## src/piot_map.svh

```systemverilog
`ifndef PIOT_MAP_SVH
`define PIOT_MAP_SVH
`define PIOT_SEL_CTRL 5'h00
`define PIOT_SEL_TMR_MASK 5'h03
`define PIOT_SEL_LAST_IRQ 5'h0F
`define PIOT_SEL_LAST_TMR 5'h0E
`define PIOT_TMR_LEVEL 4'h3
`define PIOT_SHARED_FIRST 4'h7
`define PIOT_SHARED_SUM 5'h16
`define PIOT_CODE_RESET 4'h0
`define PIOT_CODE_IDLE 4'hF
`define PIOT_TMR_RESET 14'h0000
`define PIOT_PRESCALE_LAST 6'h3F
`define PIOT_PORT_RESET 16'h0000
`define PIOT_MASK_RESET 15'h0000
`endif

```

## src/piot_pkg.sv

```systemverilog
package piot_pkg;
   typedef enum logic {PIOT_MODE_INT, PIOT_MODE_CLK} piot_mode_e;
   typedef struct packed {
      logic [4:0] sel;
      logic ce_n;
      logic wdata;
      logic wr;
      logic rd;
   } piot_bus_s;
   typedef struct packed {
      logic [15:0] o;
      logic [15:0] oe;
   } piot_port_s;
   typedef struct packed {
      logic [3:0] code;
      logic req_n;
   } piot_code_s;
endpackage : piot_pkg

```

## src/piot_core.sv

```systemverilog
`timescale 1ns/1ps
`default_nettype none
`include "piot_map.svh"
module piot_core
   import piot_pkg::*;
(
   input wire logic clk,
   input wire logic rst_n,
   input wire logic phase_clk,
   input wire logic power_up_reset_n,
   input wire logic [6:1] irq_in_n,
   input wire logic [15:0] port_pin_i,
   output piot_port_s port_pin,
   input wire piot_bus_s bus_in,
   output logic serial_read_data,
   output logic serial_read_oe,
   output logic [3:0] irq_code,
   output logic irq_request_n
);
   ////////////////////////////////////////////////////////////////////////////
   // reset release and pin synchronisers
   logic rst_sync_n;
   logic pur_q;
   logic ph_q;
   logic [6:1] irq_pin_q;
   logic [15:0] port_q;

   piot_sync #(.W(1), .RST(1'b0)) u_rst_sync (
      .clk(clk),
      .rst_n(rst_n),
      .d(1'b1),
      .q(rst_sync_n)
   );
   piot_sync #(.W(1), .RST(1'b0)) u_pur_sync (
      .clk(clk),
      .rst_n(rst_sync_n),
      .d(power_up_reset_n),
      .q(pur_q)
   );
   piot_sync #(.W(1), .RST(1'b1)) u_ph_sync (
      .clk(clk),
      .rst_n(rst_sync_n),
      .d(phase_clk),
      .q(ph_q)
   );
   piot_sync #(.W(6), .RST(6'h3F)) u_irq_sync (
      .clk(clk),
      .rst_n(rst_sync_n),
      .d(irq_in_n),
      .q(irq_pin_q)
   );
   piot_sync #(.W(16), .RST(16'hFFFF)) u_port_sync (
      .clk(clk),
      .rst_n(rst_sync_n),
      .d(port_pin_i),
      .q(port_q)
   );

   ////////////////////////////////////////////////////////////////////////////
   // phase clock edges, seen through the synchronised copy
   logic ph_d_reg;
   wire ph_fall = ph_d_reg & ~ph_q;
   wire ph_rise = ~ph_d_reg & ph_q;

   always_ff @(posedge clk or negedge rst_sync_n) begin
      if (!rst_sync_n) begin
         ph_d_reg <= 1'b1;
      end else begin
         ph_d_reg <= ph_q;
      end
   end

   ////////////////////////////////////////////////////////////////////////////
   // interrupt pin levels; sources 7-15 share the pins of ports 15-7
   logic [15:1] irq_lvl;
   assign irq_lvl[6:1] = irq_pin_q;
   for (genvar k = 7; k <= 15; k++) begin : g_shared
      assign irq_lvl[k] = port_q[22 - k];
   end

   function automatic piot_code_s piot_encode(input logic [15:1] m);
      piot_code_s r;
      r.code = `PIOT_CODE_IDLE;
      r.req_n = 1'b1;
      // walking down leaves the lowest set index, the highest priority
      for (int i = 15; i >= 1; i--) begin
         if (m[i]) begin
            r.code = i[3:0];
            r.req_n = 1'b0;
         end
      end
      return r;
   endfunction : piot_encode

   ////////////////////////////////////////////////////////////////////////////
   // bus decode
   logic ctrl_reg;
   wire wr_act = bus_in.wr & ~bus_in.ce_n;
   wire rd_act = bus_in.rd & ~bus_in.ce_n;
   wire [4:0] sel = bus_in.sel;
   wire [3:0] idx = sel[3:0];
   // selects above 15 drop clock mode even with chip enable high
   wire clk_mode = (ctrl_reg == PIOT_MODE_CLK) && !sel[4];
   wire low_sel = !sel[4] && (sel != `PIOT_SEL_CTRL);
   wire mask_wr = wr_act && !clk_mode && low_sel;
   wire tmr_wr = wr_act && clk_mode && low_sel && (sel <= `PIOT_SEL_LAST_TMR);
   wire soft_port_reset = wr_act && clk_mode && (sel == `PIOT_SEL_LAST_IRQ) && !bus_in.wdata;
   wire mask3_wr = wr_act && (sel == `PIOT_SEL_TMR_MASK);
   wire [3:0] tmr_bit = idx - 4'h1;

   ////////////////////////////////////////////////////////////////////////////
   // mode bit and masks
   logic [15:1] mask_reg;

   always_ff @(posedge clk or negedge rst_sync_n) begin
      if (!rst_sync_n) begin
         ctrl_reg <= PIOT_MODE_INT;
         mask_reg <= `PIOT_MASK_RESET;
      end else if (!pur_q) begin
         ctrl_reg <= PIOT_MODE_INT;
         mask_reg <= `PIOT_MASK_RESET;
      end else begin
         if (wr_act && sel == `PIOT_SEL_CTRL) begin
            ctrl_reg <= bus_in.wdata;
         end
         if (mask_wr) begin
            mask_reg[idx] <= bus_in.wdata;
         end
      end
   end

   ////////////////////////////////////////////////////////////////////////////
   // interval timer
   logic [13:0] start_reg;
   logic [13:0] dec_reg;
   logic [13:0] snap_reg;
   logic [5:0] pre_reg;
   logic tmr_en_reg;
   logic tmr_pend_reg;
   logic [13:0] start_next;

   always_comb begin
      start_next = start_reg;
      // start bits are selects 1-14 only; selects 0 and 15 would index past the top
      if (tmr_wr) begin
         start_next[tmr_bit] = bus_in.wdata;
      end
   end

   wire tick = ph_fall && (pre_reg == `PIOT_PRESCALE_LAST);
   wire at_zero = (dec_reg == `PIOT_TMR_RESET);
   wire [13:0] dec_next = at_zero ? start_reg : dec_reg - 14'h0001;
   wire tmr_fire = tick && at_zero && tmr_en_reg;
   wire tmr_off = mask3_wr && !clk_mode && !bus_in.wdata;

   always_ff @(posedge clk or negedge rst_sync_n) begin
      if (!rst_sync_n) begin
         start_reg <= `PIOT_TMR_RESET;
         dec_reg <= `PIOT_TMR_RESET;
         pre_reg <= 6'h00;
      end else if (!pur_q) begin
         start_reg <= `PIOT_TMR_RESET;
         dec_reg <= `PIOT_TMR_RESET;
         pre_reg <= 6'h00;
      end else if (tmr_wr) begin
         // every start bit written restarts the count at once
         start_reg <= start_next;
         dec_reg <= start_next;
         pre_reg <= 6'h00;
      end else if (ph_fall) begin
         pre_reg <= pre_reg + 6'h01;
         if (tick) begin
            dec_reg <= dec_next;
         end
      end
   end

   always_ff @(posedge clk or negedge rst_sync_n) begin
      if (!rst_sync_n) begin
         tmr_en_reg <= 1'b0;
         tmr_pend_reg <= 1'b0;
      end else if (!pur_q) begin
         tmr_en_reg <= 1'b0;
         tmr_pend_reg <= 1'b0;
      end else begin
         if (tmr_wr) begin
            tmr_en_reg <= (start_next != `PIOT_TMR_RESET);
         end else if (tmr_off) begin
            tmr_en_reg <= 1'b0;
         end
         // a tick in the same cycle as the clearing write is kept
         tmr_pend_reg <= tmr_fire | (tmr_pend_reg & ~mask3_wr);
      end
   end

   // the snapshot stops while clock mode holds, so a read sees one value
   always_ff @(posedge clk or negedge rst_sync_n) begin
      if (!rst_sync_n) begin
         snap_reg <= `PIOT_TMR_RESET;
      end else if (!pur_q) begin
         snap_reg <= `PIOT_TMR_RESET;
      end else if (tick && !clk_mode) begin
         snap_reg <= dec_next;
      end
   end

   ////////////////////////////////////////////////////////////////////////////
   // sampling, priority and output latch
   logic [15:1] samp_reg;
   piot_code_s pend_reg;
   piot_code_s out_reg;
   logic [15:1] masked;

   always_comb begin
      masked = ~samp_reg & mask_reg;
      if (tmr_en_reg) begin
         masked[`PIOT_TMR_LEVEL] = tmr_pend_reg & mask_reg[`PIOT_TMR_LEVEL];
      end
   end

   always_ff @(posedge clk or negedge rst_sync_n) begin
      if (!rst_sync_n) begin
         samp_reg <= '1;
         pend_reg <= '{code: `PIOT_CODE_IDLE, req_n: 1'b1};
         out_reg <= '{code: `PIOT_CODE_RESET, req_n: 1'b1};
      end else if (!pur_q) begin
         samp_reg <= '1;
         pend_reg <= '{code: `PIOT_CODE_IDLE, req_n: 1'b1};
         out_reg <= '{code: `PIOT_CODE_RESET, req_n: 1'b1};
      end else begin
         if (ph_fall) begin
            samp_reg <= irq_lvl;
            out_reg <= pend_reg;
         end
         if (ph_rise) begin
            pend_reg <= piot_encode(masked);
         end
      end
   end

   assign irq_code = out_reg.code;
   assign irq_request_n = out_reg.req_n;

   ////////////////////////////////////////////////////////////////////////////
   // ports: output once written, until rst_n, power-up or software port reset
   logic [15:0] port_o_reg;
   logic [15:0] port_oe_reg;

   always_ff @(posedge clk or negedge rst_sync_n) begin
      if (!rst_sync_n) begin
         port_o_reg <= `PIOT_PORT_RESET;
         port_oe_reg <= `PIOT_PORT_RESET;
      end else if (!pur_q) begin
         port_o_reg <= `PIOT_PORT_RESET;
         port_oe_reg <= `PIOT_PORT_RESET;
      end else if (soft_port_reset) begin
         port_oe_reg <= `PIOT_PORT_RESET;
      end else if (wr_act && sel[4]) begin
         port_o_reg[idx] <= bus_in.wdata;
         port_oe_reg[idx] <= 1'b1;
      end
   end

   assign port_pin = '{o: port_o_reg, oe: port_oe_reg};

   ////////////////////////////////////////////////////////////////////////////
   // read path: data stands in the cycle after the strobe
   logic srd_reg;
   logic soe_reg;
   wire rd_bit = (sel == `PIOT_SEL_CTRL) ? ctrl_reg :
                 sel[4] ? port_q[idx] :
                 (clk_mode && sel == `PIOT_SEL_LAST_IRQ) ? ~out_reg.req_n :
                 clk_mode ? snap_reg[tmr_bit] :
                 irq_lvl[idx];

   always_ff @(posedge clk or negedge rst_sync_n) begin
      if (!rst_sync_n) begin
         srd_reg <= 1'b0;
         soe_reg <= 1'b0;
      end else begin
         srd_reg <= rd_act ? rd_bit : 1'b0;
         soe_reg <= rd_act;
      end
   end

   assign serial_read_data = srd_reg;
   assign serial_read_oe = soe_reg;
endmodule : piot_core
`default_nettype wire

```

## src/piot_sync.sv

```systemverilog
`timescale 1ns/1ps
`default_nettype none
module piot_sync #(
   parameter int W = 1,
   parameter logic [W-1:0] RST = '0
) (
   input wire logic clk,
   input wire logic rst_n,
   input wire logic [W-1:0] d,
   output logic [W-1:0] q
);
   logic [W-1:0] meta_reg;
   // meta_reg feeds q only; nothing else may look at it
   always_ff @(posedge clk or negedge rst_n) begin
      if (!rst_n) begin
         meta_reg <= RST;
         q <= RST;
      end else begin
         meta_reg <= d;
         q <= meta_reg;
      end
   end
endmodule : piot_sync
`default_nettype wire

```

## config.mk

```make
export PLATFORM = sky130hd
export DESIGN_NAME = piot_core
export DESIGN_NICKNAME = d
export VERILOG_FILES = /design/src/piot_pkg.sv /design/src/piot_core.sv /design/src/piot_sync.sv
export VERILOG_INCLUDE_DIRS = /design/src
export SDC_FILE = /design/constraint.sdc
export NUM_CORES = 1
export LEC_CHECK = 0
export BUFFER_PORTS_ARGS = -buffer_cell sky130_fd_sc_hd__buf_2
export CAP_MARGIN = 20
export CORE_UTILIZATION = 45
export CTS_CLUSTER_DIAMETER = 40
export DETAILED_ROUTE_END_ITERATION = 8
export GPL_TIMING_DRIVEN = 0
export PLACE_DENSITY_LB_ADDON = 0.2
export SYNTH_ARGS = -nofsm -noshare
export SYNTH_HDL_FRONTEND = slang
export SYNTH_SLANG_ARGS = --single-unit
export TNS_END_PERCENT = 20
```

## constraint.sdc

```tcl
create_clock -name clk -period 4.8 [get_ports clk]
set_input_delay 0.72 -clock clk [delete_from_list [all_inputs] [get_ports clk]]
set_output_delay 0.72 -clock clk [all_outputs]
set_load 0.01 [all_outputs]
```

Word level (Yosys, flattened, before mapping)
Cells that the tools add are included.
W data, S select, Z words.
{ "op_classes": {"eq_ne": 15, "reduce_logical": 30, "bitwise_logic": 15, "muxes": 67, "add_sub_neg": 3, "order_cmp": 5} }
{ "op_table": {"columns": ["cell", "n"], "rows": [
  ["$mux W14", 10],
  ["$mux W16", 6],
  ["$mux W5", 18],
  ["$mux W15", 4],
  ["$logic_and A1 B1 Y1", 21],
  ["$mux W1", 18],
  ["$mux W6", 3],
  ["$bwmux W16", 1],
  ["$ne A2 B2 Y1 const B", 8],
  ["$or A16 B16 Y16", 1],
  ["$and A15 B15 Y15", 1],
  ["$bwmux W15", 1],
  ["$not A15 Y15", 1],
  ["$bwmux W14", 1],
  ["$logic_not A14 Y1", 1],
  ["$reduce_bool A14 Y1", 1],
  ["$sub A14 B1 Y14 const B", 1],
  ["$bmux W1 S4", 3],
  ["$ne A3 B3 Y1 const B", 4],
  ["$lt A4 B5 Y1 const B", 2],
  ["$demux W1 S4", 2],
  ["$ge A4 B1 Y1 const B", 2],
  ["$add A6 B1 Y6 const B", 1],
  ["$and A1 B1 Y1", 6],
  ["other kinds (11)", 18]
]} }
{ "totals": {"register_bits": 176, "output_inout_bits": 39, "inputBits": 35, "word_cells": 163} }

Logic depth before layout (Yosys ltp)
Gate-level depths: netlist of the first run.
{ "depth": {"word_depth": 19, "mapped_depth": 13, "ltp_nobuf": 9} }

Modules after synthesis
From an unflattened synthesis of the first run, not the netlist that was laid out.
{ "hier_totals": {"cells_unflattened": 821, "hier_area_um2": 8241.7} }
{ "by_module_without_submodules": {"columns": ["mod", "n_inst", "cells_per_inst", "area_each_um2", "seq_area_each_um2"], "rows": [
  ["piot_core", 1, 771, 6932.9, 3180.6],
  ["piot_sync (u_port_sync)", 1, 32, 840.8, 840.8],
  ["piot_sync (u_irq_sync)", 1, 12, 315.3, 315.3],
  ["piot_sync (u_pur_sync ...)", 2, 2, 50.0, 50.0],
  ["piot_sync (u_ph_sync)", 1, 2, 52.6, 52.6]
]} }

Least setup slack after synthesis of the first run
OpenSTA, ideal clock, no wires.
{ "synth_path": {"kind": "input -> register", "start": "in bus_in[5] (netlist bit)", "end": "reg tmr_en_reg", "cell_stages": 12, "path_slack_ps": 1798, "required_time_ps": 4664, "setup_time_ps": 136, "arrival_ps": 2867, "path_buffers": 3, "path_cell_list": "buf_1 > inv_1 > ha_1 > buf_2 > nor3b_4 > nor3_2 > buf_4 > a21boi_0 > a211oi_1 > o211ai_1 > nor4_1 > a31oi_1"} }
{ "synth_between": {"elab_chain_cells": 10, "elab_cells_between_ends": 21, "cone_classes": "add/sub (1); order compare (3); eq/ne (2); mux (6); reduce/logical (9)"} }
{ "synth_lines": {"columns": ["element", "line", "rtl"], "rows": [
  ["start: declaration", "piot_core.sv:14", "input wire piot_bus_s bus_in,"],
  ["$sub A4 B1 Y4", "piot_core.sv:109", "wire [3:0] tmr_bit = idx - 4'h1;"],
  ["$lt A4 B5 Y1 (implied by the code) or $ge A4 B1 Y1 (tied branches)", "piot_core.sv:146", "start_next[tmr_bit] = bus_in.wdata;"],
  ["$logic_and A1 B1 Y1 (implied by the code)", "piot_core.sv:146", null],
  ["$mux W1 (implied by the code)", "piot_core.sv:146", null],
  ["$demux W1 S4", "piot_core.sv:146", null],
  ["$bwmux W14", "piot_core.sv:146", null],
  ["$mux W14", "piot_core.sv:145", "if (tmr_wr) begin"],
  ["$reduce_bool A14 Y1 (no line)", null, null],
  ["$mux W1", "piot_core.sv:186", "if (tmr_wr) begin"],
  ["$mux W1", "piot_core.sv:182", "end else if (!pur_q) begin"],
  ["end signal: assignment", "piot_core.sv:187", "tmr_en_reg <= (start_next != `PIOT_TMR_RESET);"],
  ["end: declaration", "piot_core.sv:138", "logic tmr_en_reg;"]
]} }
Parallel ways exist; a longest one is shown, timed or not.
A chain may end at the register's enable or synchronous reset.

Worst setup path in the final report of the first run
Same ends and word-level chain as after synthesis.

==> flow_metrics.tcl, run 1 <==
set metrics [dict create \
    slew_headroom_pct 28.5 \
    hp-class "input pin to async pin" \
    grt_max_degree 76 \
    htreeDepth 4 \
    place_ws_ns 0.761 \
    vias 6271 \
    drtPass1Iterations 5 \
    place_inst 1092 \
    synth_edf_count 0 \
    ctsResizeCount 0 \
    peakVddDrop_mv 0.325 \
    fin_crit_ns 3.71 \
    die_area_mm2 0.0187 \
    grt_pass1_vias 6107 \
    setup_violations 0 \
    hold_violations 0 \
    grt_use_met3_pct 4.93 \
    drv_slew 0 \
    hold_buffers 0 \
    fin_area_mm2 0.00951 \
    grt.total_usage_pct 23.5 \
    cts-root-buf "clkbuf_16" \
    crit_type "input pin to flop" \
    cts_setup_buffers 0 \
    synth_cell_types 68 \
    timing.final.crit_share_pct 77.2 \
    drc_errors 0 \
    grt-ovfl-total 0 \
    yosys_warnings 0 \
    clock_sinks 176 \
    cp.required_ns 5.10 \
    io_buffers 71 \
    drive_gt1_share_pct 24.0 \
    die_h_um 137 \
    dieWidth_um 137 \
    grt_pass1_wl_um 32700 \
    cts_tree "built" \
    ys_seq_area_share_pct 54.9 \
    worstPathCellList "buf_2 > buf_1 > inv_1 > ha_1 > buf_2 > nor3b_4 > nor3_2 > buf_4 > a21boi_0 > a211oi_1 > o211ai_1 > nor4_1 > a31oi_1" \
    clk_pin_slew_ns 0.08 \
    fin_cells 1124 \
    syn_area_per_cell_um2 10.3 \
    status "finished clean" \
    row_count 48 \
    cap_violations 0 \
    use_met1_pct 32.4 \
    synth_top_cell_area_share_pct 33.0 \
    max_clock_freq_ghz 0.270 \
    syn_inst 794 \
    p_per_area_mw_per_mm2 338 \
    cts_buffers 17 \
    post_drt_wl_per_cell_um 18.0 \
    yosys.area.top_type "dfrtp_1" \
    fillers 1612 \
    synth_area_leaders "dfrtp_1 33%, dfstp_2 22%, mux2i_1 5.4%, nand2_1 4.5%, nor2_1 3.8%" \
    antenna_cells 0 \
    finalWirelength_um 20300 \
    final_nets 931 \
    clock_skew_ns 0.00977 \
    worstPathArrival_ns 4.00 \
    yosysMostFrequentCell "dfrtp_1" \
    synthTopCellsByCount "108 x dfrtp_1, 98 x nand2_1, 83 x nor2_1, 68 x dfstp_2, 51 x nand3_1" \
    worst_slack_ns 1.09 \
    p_leak_nw 4.40 \
    crit_path_top_delay_cell "a211oi_1" \
    yosys_register_bits 176 \
    startpoint_type "input pin" \
    crit_fanout 10 \
    coreArea_mm2 0.0175 \
    dpl_cell_area_mm2 0.00888 \
    synth_nets 839 \
    grt_setup_unrepaired "no" \
    tns_ns 0 \
    start_util_pct 46.6 \
    insertion_delay_ns 0.44 \
    clock_path_buffers 2 \
    grt.busiest_layer "met2" \
    grt_use_met2_pct 36.8 \
    synth_top_flop_cell "dfrtp_1" \
    cp-end-kind "flop" \
    async_flop_share_pct 100 \
    gp_congestion 0.897 \
    io_pins 74 \
    areaGrowthSynthToFinish_pct 16.2 \
    hpwlAfterDp_um 14400 \
    finalPower_mw 3.22 \
    dr.first_iter.drc_count 466 \
    cpMostUsedCell "buf_2" \
    vias_per_cell 5.58 \
    r2r_slack_ns 2.14 \
    antenna_found_initial 0 \
    netlist_area_mm2 0.00818 \
    tightest_slew_ns 1.06 \
    cpPeakStageDelay_ns 0.53 \
    antenna_left 0 \
    worst_r2r_path_depth 9 \
]
cells by family after synthesis:
kind of cell,after synthesis,synth area share (%)
AO/OA/AOI/OAI,163,12.5
multiplexers,55,8.32
other,1,0.0458
XOR/XNOR,11,1.18
flip-flops,176,54.9
AND/OR/NAND/NOR,310,18.0
buffers and inverters,68,3.64
adder cells (fa/ha/maj),10,1.53
cell type report:
cell class / count / area [µm²] / area share [%]
well taps: 225 / 282 / 2.96
repair buffers: 73 / 410 / 4.32
flip-flops and latches: 176 / 4490 / 47.3
clock buffers: 17 / 425 / 4.47
clock inverters: 15 / 206 / 2.17
inverters: 13 / 48.8 / 0.513
multi-input cells: 550 / 3390 / 35.7
plain buffers: 55 / 249 / 2.62
metrics by stage:
stage	hold WS [ns]	util [%]
after floorplan	0.331	-
final	0.0485	54.2
after CTS	0.0369	54.2
after global placement	0.335	50.3
after detailed placement	0.339	50.6
after global routing	0.0306	54.2
placed cells by master, fill, tap and decap left out, types with 11 or more instances in the layout:
master	netlist	final
buf_2	12	83
nand2b_1	16	16
dfstp_2	68	68
mux2i_1	44	44
nand2_1	98	98
inv_1	13	13
a21oi_1	45	45
and3_1	12	12
clkbuf_16	0	17
nand3_1	51	51
nor2b_1	11	11
clkbuf_1	31	31
o21ai_0	44	44
a31oi_1	14	14
dfrtp_1	108	107
nor2_1	83	83
critical path: cells and delay by family:
family	cells	cell delay (ns)
AO/OA/AOI/OAI	4	0.95
adder cells (fa/ha/maj)	1	0.23
buffers and inverters	5	1.32
AND/OR/NAND/NOR	3	0.77
per-layer routing:
metal	share of wire [%]	wire length (µm)
met1	47	9530
met2	46	9340
met3	4.9	1000
met4	2.1	420
met5	0	0
final timing paths:
path / start / to
max in group asynchronous: u_rst_sync.q / u_irq_sync.q[2]
min in group clk: u_rst_sync.meta_reg / u_rst_sync.q
min: rst_n / u_rst_sync.q
max reg2reg: ctrl_reg / tmr_en_reg
min reg2reg: u_rst_sync.meta_reg / u_rst_sync.q
max: bus_in[5] / tmr_en_reg
power by group:
| group | total (mW) | internal, mW | switching (mW) |
|---|---|---|---|
| logic | 0.213 | 0.0720 | 0.141 |
| clock network | 1.43 | 0.723 | 0.706 |
| registers | 1.57 | 1.54 | 0.0294 |
No activity file was read; power rests on OpenSTA's default activity.
==> run 2, diff against run 1 <==
==> constraint.sdc (replaced) <==
create_clock -name clk -period 3.75 [get_ports clk]
set_input_delay 0.5625 -clock clk [delete_from_list [all_inputs] [get_ports clk]]
set_output_delay 0.5625 -clock clk [all_outputs]
set_load 0.01 [all_outputs]
==> flow_metrics.tcl, run 2 (synthesis results as in run 1) <==
set metrics [dict create \
    status "finished clean" \
    tns_ns 0 \
    clock_skew_ns 0.0102 \
    start_util_pct 46.6 \
    max_clock_freq_ghz 0.280 \
    row_count 48 \
    fin_cells 1125 \
    clk_pin_slew_ns 0.08 \
    crit_fanout 10 \
    hpwlAfterDp_um 14400 \
    cpPeakStageDelay_ns 0.53 \
    setup_violations 0 \
    p_per_area_mw_per_mm2 433 \
    antenna_found_initial 0 \
    worst_r2r_path_depth 9 \
    grt_setup_unrepaired "no" \
    drtPass1Iterations 7 \
    peakVddDrop_mv 0.416 \
    worstPathArrival_ns 3.87 \
    hold_start "port_pin_i[0]" \
    htreeDepth 4 \
    met1Wirelength_um 9700 \
    io_buffers 71 \
    dr_wl_met3_um 936 \
    final_util_pct 54.3 \
    worstPathCellList "buf_2 > buf_1 > inv_1 > ha_1 > buf_2 > nor3b_4 > nor3_2 > buf_4 > a21boi_0 > a211oi_1 > o211ai_1 > nor4_1 > a31oi_1" \
    grt.total_usage_pct 23.5 \
    drc_errors 0 \
    vias 6272 \
    finalWirelength_um 20400 \
    die_h_um 137 \
    cts_tree "built" \
    dieWidth_um 137 \
    min_path_cells 1 \
    io_pins 74 \
    startpoint_type "input pin" \
    post_drt_wl_per_cell_um 18.1 \
    clock_sinks 176 \
    crit_type "input pin to flop" \
    die_area_mm2 0.0187 \
    cts_buffers 17 \
    hold_violations 0 \
    grt_max_degree 76 \
    drv_slew 0 \
    layout_commonest_cell "dfrtp_1" \
    areaGrowthSynthToFinish_pct 16.4 \
    multi_input_area_mm2 0.00339 \
    insertion_delay_ns 0.44 \
    cp-end-kind "flop" \
    fillers 1611 \
    cp-startpoint "bus_in[5]" \
    mostFrequentLayoutCells "107 x dfrtp_1, 98 x nand2_1, 83 x buf_2, 83 x nor2_1, 68 x dfstp_2" \
    grt_pass1_vias 6110 \
    p_leak_nw 4.40 \
    cts-root-buf "clkbuf_16" \
    vias_per_cell 5.58 \
    grt-ovfl-total 0 \
    coreArea_mm2 0.0175 \
    drive_gt1_share_pct 24.0 \
    r2r_start "ctrl_reg" \
    dr.first_iter.drc_count 483 \
    place_inst 1092 \
    crit_path_top_delay_cell "a211oi_1" \
    top_layer "met4" \
    antenna_left 0 \
    grt_pass1_wl_um 32700 \
    cp.required_ns 4.05 \
    r2r_slack_ns 1.10 \
    ff_latch_area_mm2 0.00449 \
    antenna_cells 0 \
    gp_congestion 0.897 \
    cpMostUsedCell "buf_2" \
    fin_crit_ns 3.57 \
    slew_headroom_pct 28.1 \
    timing.final.crit_share_pct 95.3 \
    final_nets 932 \
    tightest_slew_ns 1.07 \
    clock_path_buffers 2 \
    hp-class "input pin to flop" \
    dr_wl_met2_um 9360 \
    cts_setup_buffers 0 \
    cap_violations 0 \
]
run 2: changes by cell type in the layout (fill, tap and decap cells not counted):
cell,change
dlygate4sd3_1,+1
run 2: critical path: cells and delay by family:
family / cells / cell delay (ns)
buffers and inverters: 5 / 1.34
AO/OA/AOI/OAI: 4 / 0.96
AND/OR/NAND/NOR: 3 / 0.75
adder cells (fa/ha/maj): 1 / 0.23
run 2: worst paths after layout:
path / to
min reg2reg: u_rst_sync.q
min in group asynchronous: port_oe_reg[14]
max reg2reg: tmr_en_reg
min: u_port_sync.meta_reg[0]
max in group asynchronous: u_irq_sync.q[2]
max: tmr_en_reg
run 2: where the power goes:
group / internal (mW) / total (mW) / switching (mW)
registers: 1.98 / 2.01 / 0.0378
clock network: 0.926 / 1.83 / 0.905
logic: 0.0928 / 0.275 / 0.182
run 2: what timing repair did:
| action | 4_1_cts | 5_1_grt |
|---|---|---|
| endpoints found under the hold margin | 2 | 0 |
| hold buffers | 1 | 0 |
| resized for setup | 0 | 0 |
run 2: cell type report:
cell class	count	area share, %
Sequential cell	176	47.2
Multi-Input combinational cell	550	35.7
Clock buffer	17	4.47
Timing Repair Buffer	74	4.42
Tap cell	225	2.96
Buffer	55	2.62
Clock inverter	15	2.17
Inverter	13	0.513
run 2: layer usage:
| layer | track usage [%] | up-vias |
|---|---|---|
| met5 | 0 | - |
| met4 | 7.81 | 0 |
| met3 | 4.93 | 25 |
| met2 | 36.8 | 187 |
| met1 | 32.4 | 3089 |
| li1 | - | 2971 |
run 2: per-stage QoR:
stage | setup WS [ns] | hold WS (ns) | power, mW | area (µm²)
floorplan | 0.905 | 0.267 | 2.21 | 8180
global route | 0.0430 | 0.191 | 4.27 | 9520
global placement | -0.146 | 0.335 | 2.31 | 8820
CTS | 0.304 | 0.201 | 4.16 | 9520
detailed placement | -0.132 | 0.339 | 2.32 | 8880
finish | 0.177 | 0.214 | 4.12 | 9520
==> run 3, diff against run 2 <==
--- a/config.mk
+++ b/config.mk
@@ -6,6 +6,7 @@
 export SDC_FILE = /design/constraint.sdc
 export NUM_CORES = 1
 export LEC_CHECK = 0
+export ABC_CLOCK_PERIOD_IN_PS = 3000
 export BUFFER_PORTS_ARGS = -buffer_cell sky130_fd_sc_hd__buf_2
 export CAP_MARGIN = 20
 export CORE_UTILIZATION = 45
==> constraint.sdc (replaced) <==
create_clock -name clk -period 3 [get_ports clk]
set_input_delay 0.45 -clock clk [delete_from_list [all_inputs] [get_ports clk]]
set_output_delay 0.45 -clock clk [all_outputs]
set_load 0.01 [all_outputs]
==> flow_metrics.tcl, run 3 (synthesis results as in run 1) <==
set metrics [dict create \
    status "finished, violations left" \
    failed_checks "negative setup slack" \
    place_inst 1092 \
    crit_fanout 10 \
    p_int_mw 3.75 \
    drc_errors 0 \
    clk_pin_slew_ns 0.08 \
    slew_headroom_pct 28.5 \
    die_area_mm2 0.0187 \
    mostFrequentLayoutCells "107 x dfrtp_1, 98 x nand2_1, 84 x buf_2, 83 x nor2_1, 68 x dfstp_2" \
    post_drt_wl_per_cell_um 18.1 \
    cpPeakStageDelay_ns 0.32 \
    hold_start "port_pin_i[0]" \
    dr.first_iter.drc_count 445 \
    max_clock_freq_ghz 0.329 \
    fin_area_mm2 0.00956 \
    dieWidth_um 137 \
    clkPwrFrac_pct 44.4 \
    dpl_cell_area_mm2 0.00888 \
    insertion_delay_ns 0.44 \
    cp.required_ns 3.30 \
    areaGrowthSynthToFinish_pct 16.8 \
    io_pins 74 \
    cts_setup_buffers 0 \
    fin_cells 1125 \
    antenna_found_initial 0 \
    drv_slew 0 \
    grt_max_degree 76 \
    start_util_pct 46.6 \
    final_nets 932 \
    cp-startpoint "bus_in[4]" \
    grt-ovfl-total 0 \
    layout_commonest_cell "dfrtp_1" \
    grt_setup_unrepaired "yes" \
    timing.final.crit_share_pct 101 \
    cts-root-buf "clkbuf_16" \
    fin_crit_ns 3.04 \
    drive_gt1_share_pct 25.0 \
    finalPower_mw 5.15 \
    cts_buffers 17 \
    cts_tree "built" \
    p_leak_nw 4.42 \
    row_count 48 \
    clock_skew_ns 0.00981 \
    grt_pass1_wl_um 32800 \
    tightest_slew_ns 1.06 \
    htreeDepth 4 \
    worst_slack_ns -0.0435 \
    drtPass1Iterations 5 \
    startpoint_type "input pin" \
    cp-end-kind "flop" \
    die_h_um 137 \
    power_switching_mw 1.41 \
    worstPathCellList "buf_2 > buf_6 > buf_6 > inv_1 > ha_1 > buf_2 > nor3b_4 > nor3_2 > buf_4 > a21boi_0 > a211oi_2 > o211ai_1 > nor4_1 > a31oi_1" \
    antenna_cells 0 \
    grt.total_usage_pct 23.5 \
    power_frac_comb_pct 6.7 \
    hp-class "input pin to flop" \
    peakVddDrop_mv 0.520 \
    netSwitchingFraction_pct 27.3 \
    vias 6287 \
    clock_sinks 176 \
    p_per_area_mw_per_mm2 539 \
    gp_congestion 0.897 \
    r2r_slack_ns 0.43 \
    crit_path_top_delay_cell "a211oi_2" \
    hold_violations 0 \
    vias_per_cell 5.59 \
    coreArea_mm2 0.0175 \
    setup_violations 1 \
    crit_type "input pin to flop" \
    place_ws_ns -0.769 \
    hpwlAfterDp_um 14400 \
    io_buffers 71 \
    clock_path_buffers 2 \
    grt_pass1_vias 6120 \
    hold_ws_ns 0.102 \
    pwr-share-seq_pct 48.9 \
    r2r_start "dec_reg[7]" \
    antenna_left 0 \
    finalWirelength_um 20400 \
    final_util_pct 54.5 \
    cap_violations 0 \
    worstPathArrival_ns 3.34 \
    tns_ns -0.0435 \
]
## run 3: cell types whose count changed in the layout (fill, tap and decap cells not counted), sizes merged
| cell | delta |
|---|---|
| clkbuf | +1 |
| buf | -1 |
## run 3: layout make-up
cell class | count | area [µm²]
fill | 1610 | 7980
multi-input combinational | 550 | 3430
inverter | 13 | 48.8
clock buffer | 17 | 425
tap | 225 | 282
timing repair buffer | 74 | 420
sequential | 176 | 4490
buffer | 55 | 251
clock inverter | 15 | 206
## run 3: critical path, delay by kind of cell
kind / cells / cell delay [ns]
buf+inv: 6 / 1.19
simple gates: 3 / 0.75
compound gates: 4 / 0.73
fa+ha+maj: 1 / 0.21
## run 3: path summary, 6_finish.rpt
check | endpoint | cells after the start
min in group asynchronous | u_rst_sync.q | 2
min | u_port_sync.meta_reg[0] | 1
max in group asynchronous | pend_reg[1] | 1
max reg2reg | dec_reg[9] | 8
min reg2reg | u_rst_sync.q | 0
max | tmr_en_reg | 14
## run 3: what timing repair did
item / 4_1_cts / 5_1_grt
gates resized for setup: 5 / 6
pin swaps: 1 / 0
setup endpoints to repair: 16 / 18
hold buffers: 1 / 0
hold endpoints to repair: 2 / 0
## run 3: power groups by stage
stage	sequential, mW	clock (mW)	combinational, mW
detailed placement	2.56	0	0.340
finish	2.52	2.29	0.345
CTS	2.52	2.33	0.344
global placement	2.59	0	0.299
global route	2.53	2.44	0.381
floorplan	2.57	0	0.188
## run 3: routing by layer
| layer | up-vias | GRT usage [%] | routed length, µm |
|---|---|---|---|
| met4 | 0 | 7.81 | 318 |
| li1 | 2979 | - | - |
| met2 | 181 | 36.8 | 9440 |
| met5 | - | 0 | 0 |
| met1 | 3102 | 32.5 | 9640 |
| met3 | 25 | 4.93 | 1010 |
